--- config.mk ---
export PLATFORM = sky130hd
export DESIGN_NAME = osc_register_bank
export DESIGN_NICKNAME = d
export VERILOG_FILES = /design/src/verilog/osc_regs_pkg.sv /design/src/verilog/serial_byte_slave.sv /design/src/verilog/osc_register_bank.sv
export SDC_FILE = /design/constraint.sdc
export NUM_CORES = 1
export LEC_CHECK = 0
export BUFFER_PORTS_ARGS = -buffer_cell sky130_fd_sc_hd__buf_2
export CORE_UTILIZATION = 45
export CTS_CLUSTER_DIAMETER = 60
export DETAILED_ROUTE_END_ITERATION = 8
export PLACE_DENSITY = 0.59
export RECOVER_POWER = 100
export SLEW_MARGIN = 20
export SYNTH_ARGS = -nofsm -noshare
export SYNTH_HDL_FRONTEND = slang
export SYNTH_SLANG_ARGS = --single-unit
--- constraint.sdc ---
create_clock -name REF_CLK -period 5.37 [get_ports REF_CLK]
set_clock_uncertainty 0.15 [all_clocks]
set_input_delay 0.2685 -clock REF_CLK [delete_from_list [all_inputs] [get_ports REF_CLK]]
set_output_delay 0.2685 -clock REF_CLK [all_outputs]
set_load 0.1 [all_outputs]
--- src/verilog/osc_regs_pkg.sv ---
// Register map, field positions and timing of the oscillator register bank
package osc_regs_pkg;
    localparam logic [7:0] OFS_NV_CONTROL      = 8'h31;
    localparam logic [7:0] OFS_MEM_START_PTR   = 8'h33;
    localparam logic [7:0] OFS_SRAM_DATA_WIN   = 8'h35;
    localparam logic [7:0] OFS_PROG_UNLOCK_KEY = 8'h38;
    localparam logic [7:0] OFS_LIVE_FLAGS      = 8'h42;
    localparam logic [7:0] OFS_SOFT_RESET      = 8'h48;
    localparam logic [7:0] OFS_FRAC_NUM_HI     = 8'h20;
    localparam logic [7:0] OFS_FRAC_NUM_MID    = 8'h21;
    localparam logic [7:0] OFS_FRAC_NUM_LO     = 8'h22;

    localparam logic [7:0] UNLOCK_KEY_VALUE = 8'hBE;
    localparam logic [7:0] RESET_BYTE       = 8'h00;

    localparam int NV_PROG_GO_BIT    = 0;
    localparam int NV_ERASE_GO_BIT   = 1;
    localparam int NV_BUSY_BIT       = 2;
    localparam int LIVE_CAL_BIT      = 0;
    localparam int LIVE_LOL_BIT      = 1;
    localparam int PLL_SOFT_RST_BIT  = 1;

    localparam int SRAM_ADDR_W = 5;
    localparam int SRAM_DEPTH  = 32;
    localparam int MEM_PTR_W   = 7;
    localparam int FRAC_W      = 22;
    localparam int BUSY_CNT_W  = 24;

    localparam int CLK_HZ       = 100_000_000;
    localparam int PROG_TIME_MS = 115;
    localparam int PROG_CYCLES  = PROG_TIME_MS * (CLK_HZ / 1000);

    // Arbitrary neutral bus address
    localparam logic [6:0] DEV_ADDR_DEFAULT = 7'h58;

    typedef enum logic [6:0] {
        ST_IDLE     = 7'h01,
        ST_ADDR     = 7'h02,
        ST_ADDR_ACK = 7'h04,
        ST_WBYTE    = 7'h08,
        ST_WACK     = 7'h10,
        ST_RBYTE    = 7'h20,
        ST_RACK     = 7'h40
    } serial_state_t;
endpackage

--- src/verilog/serial_byte_slave.sv ---
// Two-wire serial target: bit timing, address match, byte strobes
module serial_byte_slave (
    input  wire logic       clk,
    input  wire logic       rst_n,
    input  wire logic       scl_pin,
    input  wire logic       sda_pin,
    input  wire logic [6:0] dev_addr,
    input  wire logic [7:0] rd_data,
    output logic            sda_oe_n,
    output logic            txn_end,
    output logic            wr_valid,
    output logic            wr_first,
    output logic [7:0]      wr_data,
    output logic            rd_req
);
    logic [2:0] scl_s;
    logic [2:0] sda_s;
    logic       scl_lv_q;
    logic       sda_lv_q;
    logic       scl_rise;
    logic       scl_fall;
    logic       start_seen;
    logic       stop_seen;
    osc_regs_pkg::serial_state_t state_q;
    logic [3:0] bit_cnt_q;
    logic [7:0] shift_q;
    logic       read_q;
    logic       first_q;
    logic       acked_q;
    logic       in_txn_q;

    // Pin synchronisers, change accepted once stages two and three agree
    always_ff @(posedge clk or negedge rst_n) begin
        if (!rst_n) begin
            scl_s    <= 3'h7;
            sda_s    <= 3'h7;
            scl_lv_q <= 1'b1;
            sda_lv_q <= 1'b1;
        end else begin
            scl_s <= {scl_s[1:0], scl_pin};
            sda_s <= {sda_s[1:0], sda_pin};
            if (scl_s[1] == scl_s[2]) begin
                scl_lv_q <= scl_s[2];
            end
            if (sda_s[1] == sda_s[2]) begin
                sda_lv_q <= sda_s[2];
            end
        end
    end

    assign scl_rise   = scl_s[1] & scl_s[2] & ~scl_lv_q;
    assign scl_fall   = ~scl_s[1] & ~scl_s[2] & scl_lv_q;
    assign start_seen = ~sda_s[1] & ~sda_s[2] & sda_lv_q & scl_lv_q & ~scl_fall;
    assign stop_seen  = sda_s[1] & sda_s[2] & ~sda_lv_q & scl_lv_q & ~scl_fall;
    assign wr_data    = shift_q;

    // Frame state machine
    always_ff @(posedge clk or negedge rst_n) begin
        if (!rst_n) begin
            state_q   <= osc_regs_pkg::ST_IDLE;
            bit_cnt_q <= 4'h0;
            shift_q   <= 8'h00;
            read_q    <= 1'b0;
            first_q   <= 1'b0;
            acked_q   <= 1'b0;
            in_txn_q  <= 1'b0;
            sda_oe_n  <= 1'b1;
            txn_end   <= 1'b0;
            wr_valid  <= 1'b0;
            wr_first  <= 1'b0;
            rd_req    <= 1'b0;
        end else begin
            txn_end  <= 1'b0;
            wr_valid <= 1'b0;
            rd_req   <= 1'b0;
            if (start_seen) begin
                state_q   <= osc_regs_pkg::ST_ADDR;
                bit_cnt_q <= 4'h0;
                sda_oe_n  <= 1'b1;
                in_txn_q  <= 1'b1;
            end else if (stop_seen) begin
                state_q  <= osc_regs_pkg::ST_IDLE;
                sda_oe_n <= 1'b1;
                txn_end  <= in_txn_q;
                in_txn_q <= 1'b0;
            end else begin
                unique case (state_q)
                    osc_regs_pkg::ST_IDLE: begin
                        sda_oe_n <= 1'b1;
                    end
                    osc_regs_pkg::ST_ADDR, osc_regs_pkg::ST_WBYTE: begin
                        if (scl_rise) begin
                            shift_q   <= {shift_q[6:0], sda_lv_q};
                            bit_cnt_q <= bit_cnt_q + 4'h1;
                        end else if (scl_fall && bit_cnt_q == 4'h8) begin
                            if (state_q == osc_regs_pkg::ST_WBYTE) begin
                                sda_oe_n <= 1'b0;
                                wr_valid <= 1'b1;
                                wr_first <= first_q;
                                first_q  <= 1'b0;
                                state_q  <= osc_regs_pkg::ST_WACK;
                            end else if (shift_q[7:1] == dev_addr) begin
                                sda_oe_n <= 1'b0;
                                read_q   <= shift_q[0];
                                first_q  <= ~shift_q[0];
                                state_q  <= osc_regs_pkg::ST_ADDR_ACK;
                            end else begin
                                state_q <= osc_regs_pkg::ST_IDLE;
                            end
                        end
                    end
                    osc_regs_pkg::ST_ADDR_ACK: begin
                        if (scl_rise && read_q) begin
                            rd_req <= 1'b1;
                        end else if (scl_fall) begin
                            bit_cnt_q <= 4'h0;
                            if (read_q) begin
                                shift_q  <= rd_data;
                                sda_oe_n <= rd_data[7];
                                state_q  <= osc_regs_pkg::ST_RBYTE;
                            end else begin
                                sda_oe_n <= 1'b1;
                                state_q  <= osc_regs_pkg::ST_WBYTE;
                            end
                        end
                    end
                    osc_regs_pkg::ST_WACK: begin
                        if (scl_fall) begin
                            sda_oe_n  <= 1'b1;
                            bit_cnt_q <= 4'h0;
                            state_q   <= osc_regs_pkg::ST_WBYTE;
                        end
                    end
                    osc_regs_pkg::ST_RBYTE: begin
                        if (scl_rise) begin
                            bit_cnt_q <= bit_cnt_q + 4'h1;
                        end else if (scl_fall) begin
                            if (bit_cnt_q == 4'h8) begin
                                sda_oe_n <= 1'b1;
                                state_q  <= osc_regs_pkg::ST_RACK;
                            end else begin
                                shift_q  <= {shift_q[6:0], 1'b0};
                                sda_oe_n <= shift_q[6];
                            end
                        end
                    end
                    osc_regs_pkg::ST_RACK: begin
                        if (scl_rise) begin
                            acked_q <= ~sda_lv_q;
                            rd_req  <= ~sda_lv_q;
                        end else if (scl_fall) begin
                            bit_cnt_q <= 4'h0;
                            if (acked_q) begin
                                shift_q  <= rd_data;
                                sda_oe_n <= rd_data[7];
                                state_q  <= osc_regs_pkg::ST_RBYTE;
                            end else begin
                                state_q <= osc_regs_pkg::ST_IDLE;
                            end
                        end
                    end
                    default: begin
                        state_q <= osc_regs_pkg::ST_IDLE;
                    end
                endcase
            end
        end
    end
endmodule

--- src/verilog/osc_register_bank.sv ---
// Oscillator register bank: SRAM window, program unlock, live flags, soft reset
// How it works
// - First read of the SRAM window returns the byte at the start pointer.
// - First write to the SRAM window stores the byte at the start pointer.
// - Later window accesses in the same transaction step the SRAM address by one.
// - After the first window access the register address stays on the window.
// - Window mode ends with the transaction; the next one restarts at the pointer.
// - Programming starts only if the previous transaction wrote the unlock key.
// - Only the key byte 0xBE unlocks programming.
// - Live flags show present loss of lock (bit 1) and calibration (bit 0).
// - Soft reset bits clear themselves after a write.
// - Soft reset register always reads 0x00.
// - Writing 1 to soft reset bit 1 resets PLL calibrator and dividers.
// - Numerator update takes effect whole, so the output never sees a mixed value.
// - Only the low five pointer bits address the SRAM.
// - Program and erase go bits clear themselves.
// - A program cycle stays busy for about 115 ms.
module osc_register_bank #(
    parameter int         PROG_CYCLES = osc_regs_pkg::PROG_CYCLES,
    parameter logic [6:0] DEV_ADDR    = osc_regs_pkg::DEV_ADDR_DEFAULT
) (
    input  wire logic                             REF_CLK,
    input  wire logic                             RSTN,
    input  wire logic                             SCL,
    input  wire logic                             SDA_IN,
    output logic                                  SDA_OE_N,
    input  wire logic                             PLL_LOCK_LOST,
    input  wire logic                             PLL_CAL_ACTIVE,
    output logic                                  PLL_SOFT_RESET,
    output logic                                  NV_BUSY,
    output logic                                  NV_ERASE_SEL,
    output logic [osc_regs_pkg::FRAC_W-1:0]       FRAC_NUM
);
    logic       txn_end;
    logic       wr_valid;
    logic       wr_first;
    logic [7:0] wr_data;
    logic       rd_req;
    logic [7:0] rd_data_q;
    logic [7:0] rd_mux;
    logic [7:0] reg_ptr_q;
    logic       ram_mode_q;
    logic [osc_regs_pkg::SRAM_ADDR_W-1:0] sram_addr_q;
    logic [osc_regs_pkg::SRAM_ADDR_W-1:0] sram_addr_d;
    logic [7:0] sram_q [osc_regs_pkg::SRAM_DEPTH];
    logic [osc_regs_pkg::MEM_PTR_W-1:0] mem_ptr_q;
    logic [7:0] unlock_key_q;
    logic       armed_q;
    logic       txn_unlock_q;
    logic       txn_other_q;
    logic       busy_q;
    logic [osc_regs_pkg::BUSY_CNT_W-1:0] busy_cnt_q;
    logic [5:0] frac_hi_q;
    logic [7:0] frac_mid_q;
    logic [1:0] live_s1;
    logic [1:0] live_s2;
    logic [1:0] live_s3;
    logic [1:0] live_q;
    logic       data_wr;
    logic       access;
    logic       hit_ram;
    logic       start_prog;

    serial_byte_slave u_serial (
        .clk      (REF_CLK),
        .rst_n    (RSTN),
        .scl_pin  (SCL),
        .sda_pin  (SDA_IN),
        .dev_addr (DEV_ADDR),
        .rd_data  (rd_data_q),
        .sda_oe_n (SDA_OE_N),
        .txn_end  (txn_end),
        .wr_valid (wr_valid),
        .wr_first (wr_first),
        .wr_data  (wr_data),
        .rd_req   (rd_req)
    );

    assign data_wr     = wr_valid & ~wr_first;
    assign access      = data_wr | rd_req;
    assign hit_ram     = (reg_ptr_q == osc_regs_pkg::OFS_SRAM_DATA_WIN);
    assign sram_addr_d = ram_mode_q ? sram_addr_q + 5'h01 : mem_ptr_q[osc_regs_pkg::SRAM_ADDR_W-1:0];
    assign start_prog  = data_wr && reg_ptr_q == osc_regs_pkg::OFS_NV_CONTROL && armed_q && !busy_q
                         && (wr_data[osc_regs_pkg::NV_PROG_GO_BIT] || wr_data[osc_regs_pkg::NV_ERASE_GO_BIT]);

    // Register pointer and window mode
    always_ff @(posedge REF_CLK or negedge RSTN) begin
        if (!RSTN) begin
            reg_ptr_q   <= osc_regs_pkg::RESET_BYTE;
            ram_mode_q  <= 1'b0;
            sram_addr_q <= 5'h00;
        end else begin
            if (wr_valid && wr_first) begin
                reg_ptr_q <= wr_data;
            end else if (access && !hit_ram) begin
                reg_ptr_q <= reg_ptr_q + 8'h01;
            end
            if (txn_end) begin
                ram_mode_q <= 1'b0;
            end else if (access && hit_ram) begin
                ram_mode_q  <= 1'b1;
                sram_addr_q <= sram_addr_d;
            end
        end
    end

    // SRAM array
    always_ff @(posedge REF_CLK) begin
        if (data_wr && hit_ram) begin
            sram_q[sram_addr_d] <= wr_data;
        end
    end

    // Read data mux
    always_comb begin
        unique case (reg_ptr_q)
            osc_regs_pkg::OFS_SRAM_DATA_WIN:   rd_mux = sram_q[sram_addr_d];
            osc_regs_pkg::OFS_MEM_START_PTR:   rd_mux = {1'b0, mem_ptr_q};
            osc_regs_pkg::OFS_PROG_UNLOCK_KEY: rd_mux = unlock_key_q;
            osc_regs_pkg::OFS_LIVE_FLAGS:      rd_mux = {6'h00, live_q};
            osc_regs_pkg::OFS_SOFT_RESET:      rd_mux = osc_regs_pkg::RESET_BYTE;
            osc_regs_pkg::OFS_NV_CONTROL:      rd_mux = {5'h00, busy_q, 2'h0};
            osc_regs_pkg::OFS_FRAC_NUM_HI:     rd_mux = {2'h0, FRAC_NUM[21:16]};
            osc_regs_pkg::OFS_FRAC_NUM_MID:    rd_mux = FRAC_NUM[15:8];
            osc_regs_pkg::OFS_FRAC_NUM_LO:     rd_mux = FRAC_NUM[7:0];
            default:                           rd_mux = osc_regs_pkg::RESET_BYTE;
        endcase
    end

    always_ff @(posedge REF_CLK or negedge RSTN) begin
        if (!RSTN) begin
            rd_data_q <= osc_regs_pkg::RESET_BYTE;
        end else if (rd_req) begin
            rd_data_q <= rd_mux;
        end
    end

    // Writable registers and staged numerator
    always_ff @(posedge REF_CLK or negedge RSTN) begin
        if (!RSTN) begin
            mem_ptr_q    <= 7'h00;
            unlock_key_q <= osc_regs_pkg::RESET_BYTE;
            frac_hi_q    <= 6'h00;
            frac_mid_q   <= 8'h00;
            FRAC_NUM     <= 22'h000000;
        end else if (data_wr) begin
            unique case (reg_ptr_q)
                osc_regs_pkg::OFS_MEM_START_PTR:   mem_ptr_q    <= wr_data[6:0];
                osc_regs_pkg::OFS_PROG_UNLOCK_KEY: unlock_key_q <= wr_data;
                osc_regs_pkg::OFS_FRAC_NUM_HI:     frac_hi_q    <= wr_data[5:0];
                osc_regs_pkg::OFS_FRAC_NUM_MID:    frac_mid_q   <= wr_data;
                osc_regs_pkg::OFS_FRAC_NUM_LO:     FRAC_NUM     <= {frac_hi_q, frac_mid_q, wr_data};
                default:                           mem_ptr_q    <= mem_ptr_q;
            endcase
        end
    end

    // Unlock tracking per transaction
    always_ff @(posedge REF_CLK or negedge RSTN) begin
        if (!RSTN) begin
            armed_q      <= 1'b0;
            txn_unlock_q <= 1'b0;
            txn_other_q  <= 1'b0;
        end else if (txn_end) begin
            armed_q      <= txn_unlock_q & ~txn_other_q;
            txn_unlock_q <= 1'b0;
            txn_other_q  <= 1'b0;
        end else begin
            if (start_prog) begin
                armed_q <= 1'b0;
            end
            if (data_wr && reg_ptr_q == osc_regs_pkg::OFS_PROG_UNLOCK_KEY
                && wr_data == osc_regs_pkg::UNLOCK_KEY_VALUE) begin
                txn_unlock_q <= 1'b1;
            end else if (access) begin
                txn_other_q <= 1'b1;
            end
        end
    end

    // Program cycle timer
    always_ff @(posedge REF_CLK or negedge RSTN) begin
        if (!RSTN) begin
            busy_q       <= 1'b0;
            busy_cnt_q   <= 24'h000000;
            NV_ERASE_SEL <= 1'b0;
        end else if (start_prog) begin
            busy_q       <= 1'b1;
            busy_cnt_q   <= osc_regs_pkg::BUSY_CNT_W'(PROG_CYCLES - 1);
            NV_ERASE_SEL <= wr_data[osc_regs_pkg::NV_ERASE_GO_BIT];
        end else if (busy_q) begin
            if (busy_cnt_q == 24'h000000) begin
                busy_q <= 1'b0;
            end else begin
                busy_cnt_q <= busy_cnt_q - 24'h000001;
            end
        end
    end

    assign NV_BUSY = busy_q;

    // Soft reset pulse
    always_ff @(posedge REF_CLK or negedge RSTN) begin
        if (!RSTN) begin
            PLL_SOFT_RESET <= 1'b0;
        end else begin
            PLL_SOFT_RESET <= data_wr && reg_ptr_q == osc_regs_pkg::OFS_SOFT_RESET
                              && wr_data[osc_regs_pkg::PLL_SOFT_RST_BIT];
        end
    end

    // Live flag synchronisers
    always_ff @(posedge REF_CLK or negedge RSTN) begin
        if (!RSTN) begin
            live_s1 <= 2'h0;
            live_s2 <= 2'h0;
            live_s3 <= 2'h0;
            live_q  <= 2'h0;
        end else begin
            live_s1 <= {PLL_LOCK_LOST, PLL_CAL_ACTIVE};
            live_s2 <= live_s1;
            live_s3 <= live_s2;
            live_q  <= (live_s2 & live_s3) | (live_q & (live_s2 ^ live_s3));
        end
    end
endmodule

==> flow_summary_export.csv <==
group,metric,value,unit
run_status,status,"finished, violations left",
run_status,violations,"max-capacitance violations, max-slew violations",
yosys,synth_most_common_cell,"edfxtp_1",
final_layout,fin_nets,1392,
die,num_rows,71,
yosys,synthDistinctLibCells,84,
yosys,synth_edf_count,256,
clock_network,post-cts-setup-buffer-count,0,
clock_network,cts_buffers,44,
critical_path,crit_required,5410,ps
final_layout,final_cells,1917,
die,initial_core_util,45.82,%
critical_path,reg2regPathDepth,5,
worst_hold_path,whs_path_depth,0,
clock_network,cts.sinks,403,
final_layout,diodes,0,
yosys,yosysTopAreaCell,"edfxtp_1",
yosys,synthArstFlopShare,36.48,%
yosys,syn_nets,1350,
power,peakVddDrop,240.1,uV
global_routing,grt_pass1_wl,66830,microns
final_layout,nFillCells,3205,
worst_hold_path,hp-class,"register to register",
placed_design,place.gp.congestion,0.8737,
yosys,yosys-top-cells-count,"256 x edfxtp_1, 175 x nand2_1, 137 x dfrtp_1, 89 x nor2_1, 65 x mux2_2",
global_routing,first_global_vias,11020,
placed_design,dp_cells,1831,
timing,setup_viol,0,
power,power,6.677,mW
die,dieArea,39230,sq um
routing,viasPerCell,5.844,
clock_network,ctsHtreeMaxLevel,2,
yosys,synth-seq-cells,403,
routing,initialDrtViolationCount,1029,
timing,fin_crit_sh,80.64,%
timing,final_max_slew_viol_count,404,
timing,fmax,230.9,MHz
yosys,yosys-top-cells-area,"edfxtp_1 44%, dfrtp_1 20%, mux2_2 4.2%",
critical_path,ff2ff_setup_slack,1040,ps
timing,max_slew.worst_pin.slew,2489,ps
clock_network,clk_pin_slew,60,ps
yosys,syn_area_per_cell,13.02,sq um
critical_path,start_kind,"register",
timing,setup_tns,0,ps
global_routing,grt_max_degree,97,
final_layout,drive_above_1_share,13.51,%
timing,rsz0062_at_grt,"no",
routing,drc,0,
clock_network,cts_root_buf,"clkbuf_16",
worst_hold_path,min_to,"live_s2[1]",
job,drv_cap,9,
routing,drt_first_pass_iters,5,
yosys,synthCells,1329,
die,fp.dieW,198.1,microns
die,die_y,198.1,microns
final_layout,regArea,11380,sq um
timing,period_minus_slack,4330,ps
routing,routedWlPerCell,22.55,microns
critical_path,reg2reg_from,"ram_mode_q",
routing,antenna_left,0,
placed_design,dp_hpwl,27340,microns
die,core_area,37760,sq um
yosys,synthFlopType,"edfxtp_1",
global_routing,grt_use_total,22.78,%
timing,hold_viol,0,
yosys,yosysSeqAreaShare,65.77,%
critical_path,worstSetupEndpointType,"register",
power,pwr_density_cell,345.3,nW/um^2
final_layout,multi_input_area,5495,sq um
yosys,synthesis.area,17300,sq um
timing,max_slew_margin,-65.90,%
clock_network,cts_tree,"built",
placed_design,io_buffers,31,
routing,wl,43230,microns
critical_path,path_max_fanout,23,
routing,via_count,11200,
clock_network,clockBufferDepth,3,
global_routing,antenna_found_initial,0,
power,p_leak,7.325,nW
yosys,synth-warning-count,0,
final_layout,areaGrowthSynthToFinish,11.77,%
global_routing,overflow,0,
critical_path,arrival,4370,ps
worst_hold_path,min-delay-start,"live_s1[1]",
critical_path,path_class,"register to register",
timing,holdWs,199.6,ps
yosys,yosys.area.top_type_share,44.43,%
critical_path,rr_endpoint,"sram_q[12][6]",
die,io_pins,32,
clock_network,clk_latency,550,ps
[power breakdown]
group	total [mW]	switching, mW	internal, mW
registers	3.42	0.0333	3.39
clock network	2.97	1.22	1.75
logic	0.281	0.216	0.0655
total	6.68	1.47	5.20
[placed cells by master (no fill, tap or decap), drive strengths merged, types with 12 or more instances in the layout]
| cell | Yosys | final |
|---|---|---|
| and3 | 12 | 12 |
| nor3 | 34 | 34 |
| mux4 | 14 | 14 |
| clkbuf | 29 | 89 |
| nand2 | 176 | 176 |
| inv | 26 | 28 |
| xnor2 | 13 | 13 |
| xor2 | 14 | 14 |
| mux2 | 66 | 66 |
| edfxtp | 256 | 256 |
| o22ai | 35 | 35 |
| a211oi | 22 | 22 |
| nor2b | 17 | 17 |
| buf | 35 | 17 |
| nor2 | 90 | 90 |
| a21oi | 41 | 41 |
| clkinv | 0 | 20 |
| dfrtp | 137 | 137 |
| a21o | 12 | 12 |
| o21ai | 46 | 46 |
| mux2i | 16 | 16 |
| nand3 | 50 | 50 |
| a31oi | 26 | 26 |
| ha | 15 | 15 |
[routing by layer]
| metal | GRT usage, % | vias to the layer above | wire, microns |
|---|---|---|---|
| met5 | 0 | - | 0 |
| met4 | 7.149 | 0 | 1074 |
| met3 | 3.338 | 81 | 2675 |
| met2 | 36.10 | 386 | 20470 |
| met1 | 32.43 | 5660 | 19010 |
| li1 | - | 5075 | - |
[sequential cells by signal (all words and copies together) (netlist names), 2 cells and up]
register            cells
sram_q                256
busy_cnt_q             24
FRAC_NUM               22
frac_mid_q              8
rd_data_q               8
reg_ptr_q               8
u_serial.wr_data        8
unlock_key_q            8
mem_ptr_q               7
u_serial.state_q        7
frac_hi_q               6
sram_addr_q             5
u_serial.bit_cnt_q      4
u_serial.scl_s          3
u_serial.sda_s          3
live_q                  2
live_s1                 2
live_s2                 2
live_s3                 2
[through the flow]
stage               setup slack [ps]  area, sq um  util (%)
global route                   792.7        19340     51.22
detailed placement              1577        18000     47.67
floorplan                       2321        17300         -
global placement                1701        18000     47.67
finish                          1040        19340     51.22
CTS                             1521        19460     51.55
[cell type report]
class	instances	share of cell area, %
clock buffer	51	5.830
clock inverter	30	1.482
inverter	26	0.5047
multi-input combinational	836	28.42
sequential	403	58.84
tap	511	3.306
timing repair buffer	60	1.618
[worst max-delay path by stage]
stage	startpoint	slack, ps	to	cells after the start
2_1_floorplan	sram_addr_q[0]	2320	sram_q[3][0]	7
3_3_place_gp	ram_mode_q	1700	sram_q[24][3]	5
3_5_place_dp	ram_mode_q	1580	sram_q[12][3]	5
4_1_cts	ram_mode_q	1520	sram_q[1][3]	4
5_1_grt	ram_mode_q	790	sram_q[0][2]	6
6_report	ram_mode_q	1040	sram_q[12][6]	5
[kinds of logic after synthesis]
group                      share of synthesized area, %
muxes                                             7.044
AOI/OAI and AO/OA                                 10.36
adders and majority gates                         1.085
xor gates and xnor gates                          1.367
and+or+nand+nor                                   12.06
DFF                                               65.77
buffers and inverters                             2.314
[worst max-delay path, stage by stage, from the launching register on]
cell and delay (ps):
dfrtp_1 840, nand2b_1 320, nand2_1 730, nor2_1 660, nand3_1 530, nor2_1 710
[timing repair]
| action | CTS | global route |
|---|---|---|
| endpoints found under the hold margin | 89 | 0 |
| hold buffers | 5 | 0 |
| endpoints found under the setup margin | 0 | 0 |
| gates resized for setup | 0 | 0 |
No activity file was read; power rests on OpenSTA's default activity.
